File: src/pieb_pkg.sv
/*
  pieb_pkg: register offsets, field positions, reset values and masks
  for the peripheral interrupt enable and flag bank.
  assumes: byte-wide registers reached over a plain strobe port.
*/
package pieb_pkg;

  localparam int PIEB_ADDR_W = 3;
  localparam int PIEB_DATA_W = 8;

  // register offsets
  localparam logic [2:0] PIEB_OFF_GCTL = 3'h0;
  localparam logic [2:0] PIEB_OFF_EN1 = 3'h1;
  localparam logic [2:0] PIEB_OFF_EN2 = 3'h2;
  localparam logic [2:0] PIEB_OFF_REQ1 = 3'h3;
  localparam logic [2:0] PIEB_OFF_REQ2 = 3'h4;

  // global interrupt control fields
  localparam int PIEB_GCTL_GLOBAL_BIT = 7;
  localparam int PIEB_GCTL_GROUP_BIT = 6;

  // first bank fields
  localparam int PIEB_B1_TMR1_GATE = 7;
  localparam int PIEB_B1_CONV_DONE = 6;
  localparam int PIEB_B1_SER_RX = 5;
  localparam int PIEB_B1_SER_TX = 4;
  localparam int PIEB_B1_SYNC_SER = 3;
  localparam int PIEB_B1_TMR2_MATCH = 1;
  localparam int PIEB_B1_TMR1_OVF = 0;

  // second bank fields
  localparam int PIEB_B2_OSC_FAIL = 7;
  localparam int PIEB_B2_CMP_B = 6;
  localparam int PIEB_B2_CMP_A = 5;
  localparam int PIEB_B2_BUS_COLL = 3;
  localparam int PIEB_B2_USB = 2;
  localparam int PIEB_B2_CLK_TUNE = 1;

  // implemented-bit masks
  localparam logic [7:0] PIEB_MASK_GCTL = 8'hc0;
  localparam logic [7:0] PIEB_MASK_B1 = 8'hfb;
  localparam logic [7:0] PIEB_MASK_B2 = 8'hee;

  // reset values
  localparam logic [7:0] PIEB_RST_VAL = 8'h00;

endpackage

File: src/pieb_bank.sv
/*
  pieb_bank: peripheral interrupt enable and request register bank.
  holds global control, two enable and two request registers and
  forms the request to the core.
  assumes: peripheral events are one-cycle pulses on core_clk_in;
  software master follows the plain strobe port protocol.
*/
// What this block does
// - second enable bit 7 enables oscillator-failure interrupt
// - second enable bits 6 and 5 enable comparator b and a
// - second enable bit 3 enables bus-collision interrupt
// - second enable bit 2 enables USB engine interrupt
// - second enable bit 1 enables clock tuning interrupt
// - unimplemented bits read zero: bank two bits 4,0, bank one bit 2
// - peripheral requests need the group enable as well as own enable
// - flags set on source events regardless of the interrupt enables, but only while clk_en_in is high
// - first request bit 7 timer one gate, bit 6 conversion done
// - first request bit 5 serial receive, bit 4 serial transmit
// - first request bit 3 synchronous serial port
// - first request bit 1 timer two match, bit 0 timer one overflow
// - second request bit 7 oscillator failure
// - second request bits 6 and 5 comparator b and a
// - second request bit 3 bus collision, 2 USB, 1 clock tuning
// - flag one means pending, zero means none pending
// - all implemented bits reset to zero and are read/write
// - no interrupt reaches core while global enable is zero
`timescale 1ns/1ps
module pieb_bank
(
  // clock and reset
  input wire logic core_clk_in,
  input wire logic srst_in,
  input wire logic clk_en_in,
  // register port
  input wire logic [pieb_pkg::PIEB_ADDR_W-1:0] reg_addr_in,
  input wire logic [pieb_pkg::PIEB_DATA_W-1:0] reg_wdata_in,
  input wire logic reg_wr_in,
  input wire logic reg_rd_in,
  output logic [pieb_pkg::PIEB_DATA_W-1:0] reg_rdata_out,
  // first bank events
  input wire logic timer_one_gate_evt_in,
  input wire logic conversion_done_evt_in,
  input wire logic serial_rx_evt_in,
  input wire logic serial_tx_evt_in,
  input wire logic sync_serial_evt_in,
  input wire logic timer_two_match_evt_in,
  input wire logic timer_one_overflow_evt_in,
  // second bank events
  input wire logic osc_fail_evt_in,
  input wire logic comparator_b_evt_in,
  input wire logic comparator_a_evt_in,
  input wire logic bus_collision_evt_in,
  input wire logic usb_engine_evt_in,
  input wire logic clock_tuning_evt_in,
  // core side
  output logic periph_irq_out,
  output logic core_irq_out,
  output logic global_irq_enable_out
);

  import pieb_pkg::*;

  ////////////////////////////////////////////////////////////////////
  // decode

  function automatic logic hit(input logic [2:0] a, input logic [2:0] off);
    hit = (a == off);
  endfunction

  logic wr_gctl;
  logic wr_en1;
  logic wr_en2;
  logic wr_req1;
  logic wr_req2;

  assign wr_gctl = reg_wr_in && hit(reg_addr_in, PIEB_OFF_GCTL);
  assign wr_en1 = reg_wr_in && hit(reg_addr_in, PIEB_OFF_EN1);
  assign wr_en2 = reg_wr_in && hit(reg_addr_in, PIEB_OFF_EN2);
  assign wr_req1 = reg_wr_in && hit(reg_addr_in, PIEB_OFF_REQ1);
  assign wr_req2 = reg_wr_in && hit(reg_addr_in, PIEB_OFF_REQ2);

  ////////////////////////////////////////////////////////////////////
  // control and enable registers

  logic [7:0] gctl_r;
  logic [7:0] en1_r;
  logic [7:0] en2_r;

  always_ff @(posedge core_clk_in)
  begin
    if (srst_in)
    begin
      gctl_r <= PIEB_RST_VAL;
    end
    else if (clk_en_in && wr_gctl)
    begin
      gctl_r <= reg_wdata_in & PIEB_MASK_GCTL;
    end
  end

  always_ff @(posedge core_clk_in)
  begin
    if (srst_in)
    begin
      en1_r <= PIEB_RST_VAL;
    end
    else if (clk_en_in && wr_en1)
    begin
      en1_r <= reg_wdata_in & PIEB_MASK_B1;
    end
  end

  // unused positions masked so they always read zero
  always_ff @(posedge core_clk_in)
  begin
    if (srst_in)
    begin
      en2_r <= PIEB_RST_VAL;
    end
    else if (clk_en_in && wr_en2)
    begin
      en2_r <= reg_wdata_in & PIEB_MASK_B2;
    end
  end

  ////////////////////////////////////////////////////////////////////
  // request flags

  logic [7:0] evt1;
  logic [7:0] evt2;
  logic [7:0] req1_r;
  logic [7:0] req2_r;

  always_comb
  begin
    evt1 = 8'h00;
    evt1[PIEB_B1_TMR1_GATE] = timer_one_gate_evt_in;
    evt1[PIEB_B1_CONV_DONE] = conversion_done_evt_in;
    evt1[PIEB_B1_SER_RX] = serial_rx_evt_in;
    evt1[PIEB_B1_SER_TX] = serial_tx_evt_in;
    evt1[PIEB_B1_SYNC_SER] = sync_serial_evt_in;
    evt1[PIEB_B1_TMR2_MATCH] = timer_two_match_evt_in;
    evt1[PIEB_B1_TMR1_OVF] = timer_one_overflow_evt_in;
  end

  always_comb
  begin
    evt2 = 8'h00;
    evt2[PIEB_B2_OSC_FAIL] = osc_fail_evt_in;
    evt2[PIEB_B2_CMP_B] = comparator_b_evt_in;
    evt2[PIEB_B2_CMP_A] = comparator_a_evt_in;
    evt2[PIEB_B2_BUS_COLL] = bus_collision_evt_in;
    evt2[PIEB_B2_USB] = usb_engine_evt_in;
    evt2[PIEB_B2_CLK_TUNE] = clock_tuning_evt_in;
  end

  pieb_flag_reg u_req1
  (
    .core_clk_in(core_clk_in),
    .srst_in(srst_in),
    .clk_en_in(clk_en_in),
    .wr_in(wr_req1),
    .wr_data_in(reg_wdata_in),
    .event_in(evt1),
    .mask_in(PIEB_MASK_B1),
    .flags_out(req1_r)
  );

  pieb_flag_reg u_req2
  (
    .core_clk_in(core_clk_in),
    .srst_in(srst_in),
    .clk_en_in(clk_en_in),
    .wr_in(wr_req2),
    .wr_data_in(reg_wdata_in),
    .event_in(evt2),
    .mask_in(PIEB_MASK_B2),
    .flags_out(req2_r)
  );

  ////////////////////////////////////////////////////////////////////
  // request to the core

  logic any_periph;

  // combinational so a flag reaches the core in the cycle it is seen
  assign any_periph = |((req1_r & en1_r) | (req2_r & en2_r));
  assign periph_irq_out = any_periph && gctl_r[PIEB_GCTL_GROUP_BIT];
  assign core_irq_out = periph_irq_out && gctl_r[PIEB_GCTL_GLOBAL_BIT];
  assign global_irq_enable_out = gctl_r[PIEB_GCTL_GLOBAL_BIT];

  ////////////////////////////////////////////////////////////////////
  // read port

  logic [7:0] rd_mux;

  always_comb
  begin
    case (reg_addr_in)
      PIEB_OFF_GCTL: rd_mux = gctl_r;
      PIEB_OFF_EN1: rd_mux = en1_r;
      PIEB_OFF_EN2: rd_mux = en2_r;
      PIEB_OFF_REQ1: rd_mux = req1_r;
      PIEB_OFF_REQ2: rd_mux = req2_r;
      default: rd_mux = 8'h00;
    endcase
  end

  // data stands in the cycle after a strobe taken with clk_en_in high, and holds while clk_en_in is low
  always_ff @(posedge core_clk_in)
  begin
    if (srst_in)
    begin
      reg_rdata_out <= 8'h00;
    end
    else if (clk_en_in)
    begin
      reg_rdata_out <= reg_rd_in ? rd_mux : 8'h00;
    end
  end

endmodule // pieb_bank

File: src/pieb_flag_reg.sv
/*
  pieb_flag_reg: one byte of sticky request flags.
  assumes: events are single-clock pulses synchronous to core_clk_in.
*/
`timescale 1ns/1ps
module pieb_flag_reg
(
  // clock and reset
  input wire logic core_clk_in,
  input wire logic srst_in,
  input wire logic clk_en_in,
  // software write and hardware events
  input wire logic wr_in,
  input wire logic [7:0] wr_data_in,
  input wire logic [7:0] event_in,
  input wire logic [7:0] mask_in,
  // flags
  output logic [7:0] flags_out
);

  always_ff @(posedge core_clk_in)
  begin
    if (srst_in)
    begin
      flags_out <= 8'h00;
    end
    else if (clk_en_in)
    begin
      // set beats a write of zero in the same cycle
      if (wr_in)
      begin
        flags_out <= (wr_data_in | event_in) & mask_in;
      end
      else
      begin
        flags_out <= (flags_out | event_in) & mask_in;
      end
    end
  end

endmodule // pieb_flag_reg

File: config.mk
export PLATFORM = sky130hd
export DESIGN_NAME = pieb_bank
export DESIGN_NICKNAME = d
export VERILOG_FILES = /design/src/pieb_pkg.sv /design/src/pieb_bank.sv /design/src/pieb_flag_reg.sv
export SDC_FILE = /design/constraint.sdc
export NUM_CORES = 1
export LEC_CHECK = 0
export BUFFER_PORTS_ARGS = -buffer_cell sky130_fd_sc_hd__buf_4
export CAP_MARGIN = 5
export CORE_MARGIN = 2
export CORE_UTILIZATION = 54
export CTS_BUF_LIST = sky130_fd_sc_hd__clkbuf_16
export DETAILED_ROUTE_END_ITERATION = 6
export HOLD_SLACK_MARGIN = 0.15
export PLACE_DENSITY = 0.79
export SLEW_MARGIN = 20
export SYNTH_ARGS = -nofsm -noshare
export SYNTH_HDL_FRONTEND = slang
export SYNTH_SLANG_ARGS = --single-unit
File: constraint.sdc
create_clock -name core_clk_in -period 1.2 [get_ports core_clk_in]
set_input_delay 0.06 -clock core_clk_in [delete_from_list [all_inputs] [get_ports core_clk_in]]
set_output_delay 0.06 -clock core_clk_in [all_outputs]
set_load 0.1 [all_outputs]
==> summary.txt, run 1 <==
Status: finished, violations left
Failing checks: setup timing
Final hold vios: 0
Pint: 2.44 mW
CP delay by family, top: compound AO/OA/AOI/OAI gates
Dpl cells: 307
Routed vias: 2074
#FFs+latches synth: 36
Total Neg Setup Slack: -769 ps
Max Slew Vio Count: 0
Area leader, netlist: dfxtp_1
IO Port Bufs: 39
Max-slew headroom: 0.728
First-pass GRT wire length: 9.58 mm
Hold WS: 157 ps
Hold Path Stages: 3
CTS sink count: 36
Hold path startpoint: usb_engine_evt_in
Area growth syn-to-layout: 43.4%
Slowest CP cell: a222oi_1
Worst setup SP type: flop
Cell area after layout: 2730 µm²
Power, Total: 3.18 mW
Period utilization: 1.32
Vias per cell: 6.32
Crit path arrival time: 1530 ps
Clock Power Share: 0.447
Clk pin slew, worst setup/hold paths: 50 ps
Chip width: 63.3 µm
Share of cells above drive strength 1: 0.379
Fin Clk Skew: 2.58 ps
WL/cell: 18.0 µm
Io pins: 40
Largest family of logic cells by synthesized area: compound AO/OA/AOI/OAI gates
Initial antenna violation count: 0
Compound-Gate Fraction of Synth Area: 0.334
Pwr per Cell Area: 1170 nW/µm²
FF-to-FF End: reg_rdata_out[7]
XOR/XNOR Fraction of Synth Area: 0
Die Height: 63.3 µm
Top post-synthesis cells by area: dfxtp_1, a21oi_1, mux2_2, a211oi_2, nand3_1
DRT Pass-1 Iters: 5
Hold Path Sink: u_req2.flags_out[2]
DRT antenna net count: 0
Slew @ Worst Pin: 398 ps
Crit path cell chain: a222oi_1 -> nand3_1 -> o21a_2 -> buf_12
Worst r2r path cells: 4
Unrepaired setup endpoints after global routing: yes
Min Tclk post-route: 1590 ps
Max clock buf depth: 2
Crit-path max FO: 2
Post-synthesis simple-gate area fraction: 0.177
Post-synth EDFFs: 0
Most common cell after layout, fill and taps aside: buf_4
Fin cells: 328
Post-synth top area share: 0.379
Synth warnings: 0
CTS H-tree depth: 2
Total grt overflow: 0
Routed wire length: 5.89 mm
Synth Cell Area: 1900 µm²
DIE AREA: 4010 µm²
Synth Area in Adders: 0
Leading cell types in the layout, fill and taps excluded: buf_4, a21oi_1, dfxtp_1
Starting Density: 0.565
Pleak: 1.06 nW
Reg power frac: 0.400
Worst hold-check path type: input port to flop
Max-cap viol count: 0
Syn Nets: 241
FMAX: 630 MHz
Post-synth ARST share: 0
Critical path's largest stage delay: 330 ps
Root Buffer: clkbuf_16
1st-iter DRT viols: 196
Vias in the first global route: 1906
Total CTS buffers: 5
GRT Total Usage: 0.306
Final nets: 310
Main synth FF type: dfxtp_1
Library cells used by synthesis: 38
Critical path class: flop to output port
Mux cell area share after synthesis: 0.0533
Core area: 3360 µm²
Crit path buf inv count: 1
Gate power share: 0.153
R2r setup slk: 20 ps
Sw Ratio: 0.233
Sequential fraction of the synthesis area: 0.379
Clock Latency Late Sink: 270 ps
CP Capture Type: output port
Drc violations: 0
Ant. Diodes: 0
Mean Syn Cell Area: 8.97 µm²
Cell Rows: 21
Mapped Cells: 212
Filler cells: 230
Net Sw Power: 0.740 mW
Post-DP HPWL: 3.97 mm
# setup viols final: 2
GP Congestion: 0.858
Placed Area: 2390 µm²
VDD IR max: 1.03 mV
CTS tree: yes
Data required, critical path: 1140 ps
Reg-to-reg critical path startpoint: u_req1.flags_out[7]
Largest net degree at the start of global routing: 36
Worst setup margin: -387 ps
cell type report:
cell class / instances / area (µm²) / area share
tap: 46 / 57.6 / 0.0211
clock inverter: 3 / 37.5 / 0.0138
timing repair buffer: 83 / 678 / 0.249
sequential: 36 / 731 / 0.268
clock buffer: 5 / 125 / 0.0459
multi-input combinational: 155 / 1100 / 0.403
metrics by stage:
stage                     utilization  setup slack (ps)
final                           0.811              -387
after global routing            0.811              -434
after CTS                       0.806              -396
after detailed placement        0.710              -166
after global placement          0.710              -128
after floorplan                     -             -57.2
state kept, by name, summed over array words and instances (netlist names):
name	count
u_req2.flags_out	6
reg_rdata_out	8
u_req1.flags_out	7
gctl_r	2
en2_r	6
en1_r	7
power groups by stage:
stage / combinational [mW] / sequential (mW) / clock, mW
2_1_floorplan: 0.217 / 1.30 / 0
3_3_place_gp: 0.424 / 1.29 / 0
3_5_place_dp: 0.430 / 1.29 / 0
4_1_cts: 0.469 / 1.27 / 1.44
5_1_grt: 0.522 / 1.27 / 1.49
6_report: 0.486 / 1.27 / 1.42
metal layers:
| layer | vias to the layer above | track usage | part of all wire |
|---|---|---|---|
| met1 | 979 | 0.425 | 0.44 |
| met5 | - | 0 | 0 |
| met4 | 0 | 0.106 | 0.013 |
| met3 | 9 | 0.0714 | 0.077 |
| met2 | 117 | 0.463 | 0.47 |
| li1 | 969 | - | - |
worst reg2reg max path: cells and delay by family (launching register included):
family | cells | cell delay [ps]
multiplexers | 1 | 260
AO/OA/AOI/OAI | 2 | 340
flip-flops | 1 | 320
buffers and inverters | 1 | 130
kinds of logic (layout without fill, tap and decap cells):
family,after synthesis,in the layout
AO/OA/AOI/OAI,94,94
AND/OR/NAND/NOR,52,52
flip-flops,36,36
buffers and inverters,21,91
multiplexers,9,9
how the worst max path moves through the flow:
stage                                 to  cells past startpoint                start
after floorplan             core_irq_out                      3             en1_r[6]
after global placement      core_irq_out                      4             en1_r[6]
after detailed placement    core_irq_out                      4             en1_r[6]
after CTS                   core_irq_out                      4  u_req1.flags_out[6]
after global routing      periph_irq_out                      4  u_req1.flags_out[6]
final                     periph_irq_out                      4  u_req1.flags_out[6]
repair_timing:
item                                    in CTS  in global routing
endpoints found under the hold margin       22                  0
endpoints found under the setup margin       2                  7
gates resized for setup                      8                  4
hold buffers                                12                  0
pin swaps                                    3                  1
setup buffers                                1                  0
Yosys cell counts (2+ instances only):
cell type,number
nand4_1,2
dfxtp_1,36
o21ai_0,13
buf_2,6
buf_6,2
nand2b_1,4
a22oi_1,7
and3b_1,2
nand3_1,17
a21oi_1,32
o31ai_1,3
a211oi_2,7
nand2_1,4
a31oi_1,2
mux2_2,9
o21ai_1,4
nor2b_1,6
nor2_1,3
a2111oi_0,5
clkbuf_2,2
a221oi_1,7
clkbuf_1,9
a211oi_1,11
nor4bb_1,5
Note: power is estimated with default switching activity, not from simulation.
==> inputs of run 2 (changes only) <==
Settings changed: ABC_AREA set to 0, CORE_UTILIZATION 54 to 50, PLACE_DENSITY 0.79 to 0.74.
==> run 2 against run 1 <==
Effect of this change: the flow still finishes with violations (setup timing); worst setup slack better by 0.57 ps; combinational power hardly changed; utilization is 6.6 points lower; count of clock-buffer cells in the layout stayed put; global-route usage is 2.6 points lower; clock power is 14% lower; cell area stayed put; die area is 7.5% higher; sequential share of layout area hardly changed.
==> summary.txt, run 2 (synthesis results as in run 1) <==
Data required, critical path: 1140 ps
R2r setup slk: 50 ps
Total grt overflow: 0
Min Tclk post-route: 1590 ps
Post-DP HPWL: 3.94 mm
Drc violations: 0
Failing checks: setup timing
Unrepaired setup endpoints after global routing: yes
Vias per cell: 6.02
Max-cap viol count: 0
Core area: 3660 µm²
Routed wire length: 5.66 mm
Filler cells: 280
Gate power share: 0.164
Critical path class: flop to output port
Utilization after layout: 0.745
Worst hold-check path type: input port to flop
Top flop regs: reg_rdata_out: 8 flops, en1_r: 7 flops, u_req1.flags_out: 7 flops
Pwr per Cell Area: 1090 nW/µm²
Worst setup margin: -386 ps
Max-slew headroom: 0.695
# setup viols final: 2
Initial antenna violation count: 0
CP Capture Type: output port
VDD IR max: 0.874 mV
Chip width: 65.7 µm
Status: finished, violations left
Share of cells above drive strength 1: 0.382
Final nets: 313
Most common cell after layout, fill and taps aside: buf_4
WL/cell: 17.0 µm
Max reg flops: 8
Fin Clk Skew: 4.95 ps
Slew @ Worst Pin: 456 ps
Vias in the first global route: 1864
GP Congestion: 0.907
Worst setup SP type: flop
DRT antenna net count: 0
GRT Total Usage: 0.280
Period utilization: 1.32
FF-to-FF End: reg_rdata_out[7]
DRT Pass-1 Iters: 5
Total CTS buffers: 5
Clock Latency Late Sink: 280 ps
Total Neg Setup Slack: -760 ps
CTS sink count: 36
Reg-to-reg critical path startpoint: u_req1.flags_out[7]
Leading cell types in the layout, fill and taps excluded: buf_4, a21oi_1, dfxtp_1
Cell Rows: 22
1st-iter DRT viols: 135
Area growth syn-to-layout: 43.4%
Biggest register: reg_rdata_out
Largest net degree at the start of global routing: 29
Reg power frac: 0.427
Crit-path max FO: 2
Io pins: 40
Pleak: 1.07 nW
Max Slew Vio Count: 0
Clk pin slew, worst setup/hold paths: 60 ps
CTS tree: yes
Clock Power Share: 0.409
Hold Path Sink: u_req2.flags_out[2]
Starting Density: 0.519
DIE AREA: 4310 µm²
Max clock buf depth: 2
First-pass GRT wire length: 9.17 mm
Ant. Diodes: 0
Net Sw Power: 0.746 mW
Hold Path Stages: 3
Final hold vios: 0
FMAX: 630 MHz
Hold path startpoint: usb_engine_evt_in
Worst r2r path cells: 4
Crit path arrival time: 1530 ps
Sw Ratio: 0.251
Die Height: 65.7 µm
Routed vias: 2003
Power, Total: 2.97 mW
IO Port Bufs: 39
CTS H-tree depth: 2
Pint: 2.23 mW
Root Buffer: clkbuf_16
run 2: cell type report:
class                           instances  area [µm²]  share of cell area
Tap cell                               48        60.1              0.0220
Clock inverter                          3        11.3             0.00413
Timing Repair Buffer                   86         698               0.256
Clock buffer                            5         125              0.0459
Sequential cell                        36         732               0.268
Multi-Input combinational cell        155        1100               0.404
run 2: how the worst max path moves through the flow:
stage	endpoint	start	slack [ps]
after detailed placement	core_irq_out	en1_r[6]	-150
after global placement	core_irq_out	en1_r[6]	-110
after CTS	core_irq_out	u_req1.flags_out[6]	-390
final	core_irq_out	en1_r[6]	-390
after global routing	core_irq_out	en1_r[6]	-460
after floorplan	core_irq_out	en1_r[6]	-60
run 2: routing by layer:
metal  part of all wire  wire length (µm)  track usage  up-vias
met3              0.061               344       0.0702        5
met4             0.0085                48       0.0703        0
met1               0.46              2590        0.397      944
met5                  0                 0            0        -
met2               0.47              2680        0.423       78
li1                   -                 -            -      976
run 2: per-stage QoR:
step / instances / instance area [µm²] / worst slack, ps / hold WS (ps)
2_1_floorplan: 212 / 1910 / -57.2 / 197
3_3_place_gp: 311 / 2400 / -114 / 266
3_5_place_dp: 311 / 2400 / -145 / 269
4_1_cts: 333 / 2710 / -387 / 152
5_1_grt: 333 / 2730 / -461 / 169
6_report: 333 / 2730 / -386 / 154
run 2: power groups by stage:
stage | sequential (mW) | clock [mW] | combinational (mW)
floorplan | 1.30 | 0 | 0.217
global placement | 1.29 | 0 | 0.431
detailed placement | 1.29 | 0 | 0.434
CTS | 1.27 | 1.23 | 0.474
global route | 1.27 | 1.28 | 0.525
finish | 1.27 | 1.22 | 0.488
run 2: repair_timing:
action,in CTS,in global routing
gates resized for setup,7,7
hold endpoints to repair,25,0
hold buffers,13,0
pin swaps,3,3
setup buffers,1,0
setup endpoints to repair,2,8
run 2: critical path, stage by stage (launching register included):
cell and delay, ps:
dfxtp_2 310, a222oi_1 320, nand3_1 170, o211a_4 270, buf_12 160
==> inputs of run 3 (changes only) <==
Settings changed: RECOVER_POWER set to 25.
==> run 3 against run 2 <==
Effect of this change: the flow still finishes with violations (setup timing); non-clock buffer count is the same; cell area shrank 0.60%; critical path type unchanged; first-iteration DRC count shrank 10%; worst setup slack gained 3.2 ps.
==> summary.txt, run 3 (synthesis results as in run 1) <==
Hold WS: 156 ps
Critical path's largest stage delay: 330 ps
Crit-path max FO: 2
Crit path arrival time: 1520 ps
First-pass GRT wire length: 9.17 mm
Biggest register: reg_rdata_out
Max-cap viol count: 0
Final hold vios: 0
Total Neg Setup Slack: -975 ps
Critical path class: flop to output port
Io pins: 40
VDD IR max: 0.876 mV
WL/cell: 17.0 µm
Filler cells: 281
Clock Latency Late Sink: 280 ps
Worst setup margin: -383 ps
Starting Density: 0.519
Ant. Diodes: 0
Unrepaired setup endpoints after global routing: yes
Utilization after layout: 0.741
Total CTS buffers: 5
# setup viols final: 9
Data required, critical path: 1140 ps
Most common cell after layout, fill and taps aside: buf_4
Vias per cell: 6.08
Max Slew Vio Count: 0
Status: finished, violations left
GP Congestion: 0.907
Pleak: 1.06 nW
Worst hold-check path type: input port to flop
Min Tclk post-route: 1580 ps
CTS H-tree depth: 2
Largest net degree at the start of global routing: 29
Cell area after layout: 2710 µm²
Final nets: 313
Slowest CP cell: dfxtp_2
Period utilization: 1.32
CTS tree: yes
Placed Area: 2400 µm²
Initial antenna violation count: 0
FMAX: 632 MHz
CP Capture Type: output port
DIE AREA: 4310 µm²
Max clock buf depth: 2
DRT Pass-1 Iters: 5
Vias in the first global route: 1864
Chip width: 65.7 µm
Clk pin slew, worst setup/hold paths: 50 ps
Leading cell types in the layout, fill and taps excluded: buf_4, a21oi_1, dfxtp_1
Failing checks: setup timing
Drc violations: 0
CTS sink count: 36
Worst setup SP type: flop
Slew @ Worst Pin: 537 ps
IO Port Bufs: 39
Post-DP HPWL: 3.94 mm
Pwr per Cell Area: 1100 nW/µm²
Crit path cell chain: a222oi_1 -> nand3_1 -> o211a_4 -> buf_12
Core area: 3660 µm²
Top flop regs: reg_rdata_out: 8 flops, en1_r: 7 flops, u_req1.flags_out: 7 flops
Area growth syn-to-layout: 42.6%
R2r setup slk: 50 ps
Max-slew headroom: 0.644
DRT antenna net count: 0
Cell Rows: 22
Fin Clk Skew: 4.24 ps
1st-iter DRT viols: 121
GRT Total Usage: 0.280
Root Buffer: clkbuf_16
Routed wire length: 5.67 mm
Worst slack at placement: -145 ps
Total grt overflow: 0
Die Height: 65.7 µm
Routed vias: 2025
Max reg flops: 8
Share of cells above drive strength 1: 0.375
Area occupied by multi-input gates: 1100 µm²
Storage element area: 732 µm²
[run 3: cell count changes in the layout (fill, tap and decap cells not counted)]
cell | before | now
buf_2 | 0 | 3
buf_4 | 71 | 64
clkbuf_1 | 0 | 1
clkbuf_2 | 0 | 2
clkbuf_4 | 0 | 1
mux2_1 | 0 | 1
mux2_2 | 9 | 8
[run 3: cell type report]
cell class,instances,share of cell area
multi-input cells,155,0.406
flip-flops and latches,36,0.270
repair buffers,86,0.251
clock buffers,5,0.0461
well taps,48,0.0222
clock inverters,3,0.00415
[run 3: through the flow]
step / power (mW) / instances
detailed placement: 1.72 / 311
global placement: 1.72 / 311
finish: 2.97 / 333
CTS: 2.97 / 333
floorplan: 1.51 / 212
global route: 3.08 / 333
[run 3: worst max-delay path, delay by kind of cell, from the launching register on]
| kind | cells | cell delay, ps |
|---|---|---|
| and+or+nand+nor | 1 | 170 |
| DFF | 1 | 330 |
| buffers and inverters | 1 | 160 |
| AOI/OAI and AO/OA | 2 | 580 |
[run 3: path summary, 6_finish.rpt]
kind | depth (start not counted) | endpoint | startpoint
worst max-delay path | 4 | core_irq_out | u_req1.flags_out[6]
worst min-delay path | 3 | u_req2.flags_out[2] | usb_engine_evt_in
worst max register to register | 4 | reg_rdata_out[7] | u_req1.flags_out[7]
worst min register to register | 2 | reg_rdata_out[5] | reg_rdata_out[5]
[run 3: per-layer routing]
layer	track usage	vias up	wire [µm]
met5	0	-	0
met4	0.0703	0	47
met3	0.0702	8	392
met2	0.423	81	2660
met1	0.397	958	2570
li1	-	978	-
[run 3: power breakdown]
| part | internal [mW] | switching (mW) |
|---|---|---|
| Sequential | 1.24 | 0.0318 |
| Combinational | 0.240 | 0.244 |
| Clock | 0.746 | 0.470 |
[run 3: what timing repair did]
action / in CTS / in global routing
hold endpoints to repair: 25 / 0
resized for setup: 7 / 7
endpoints found under the setup margin: 2 / 8
buffers inserted: 1 / 0
hold buffers: 13 / 0
pin swaps: 3 / 3
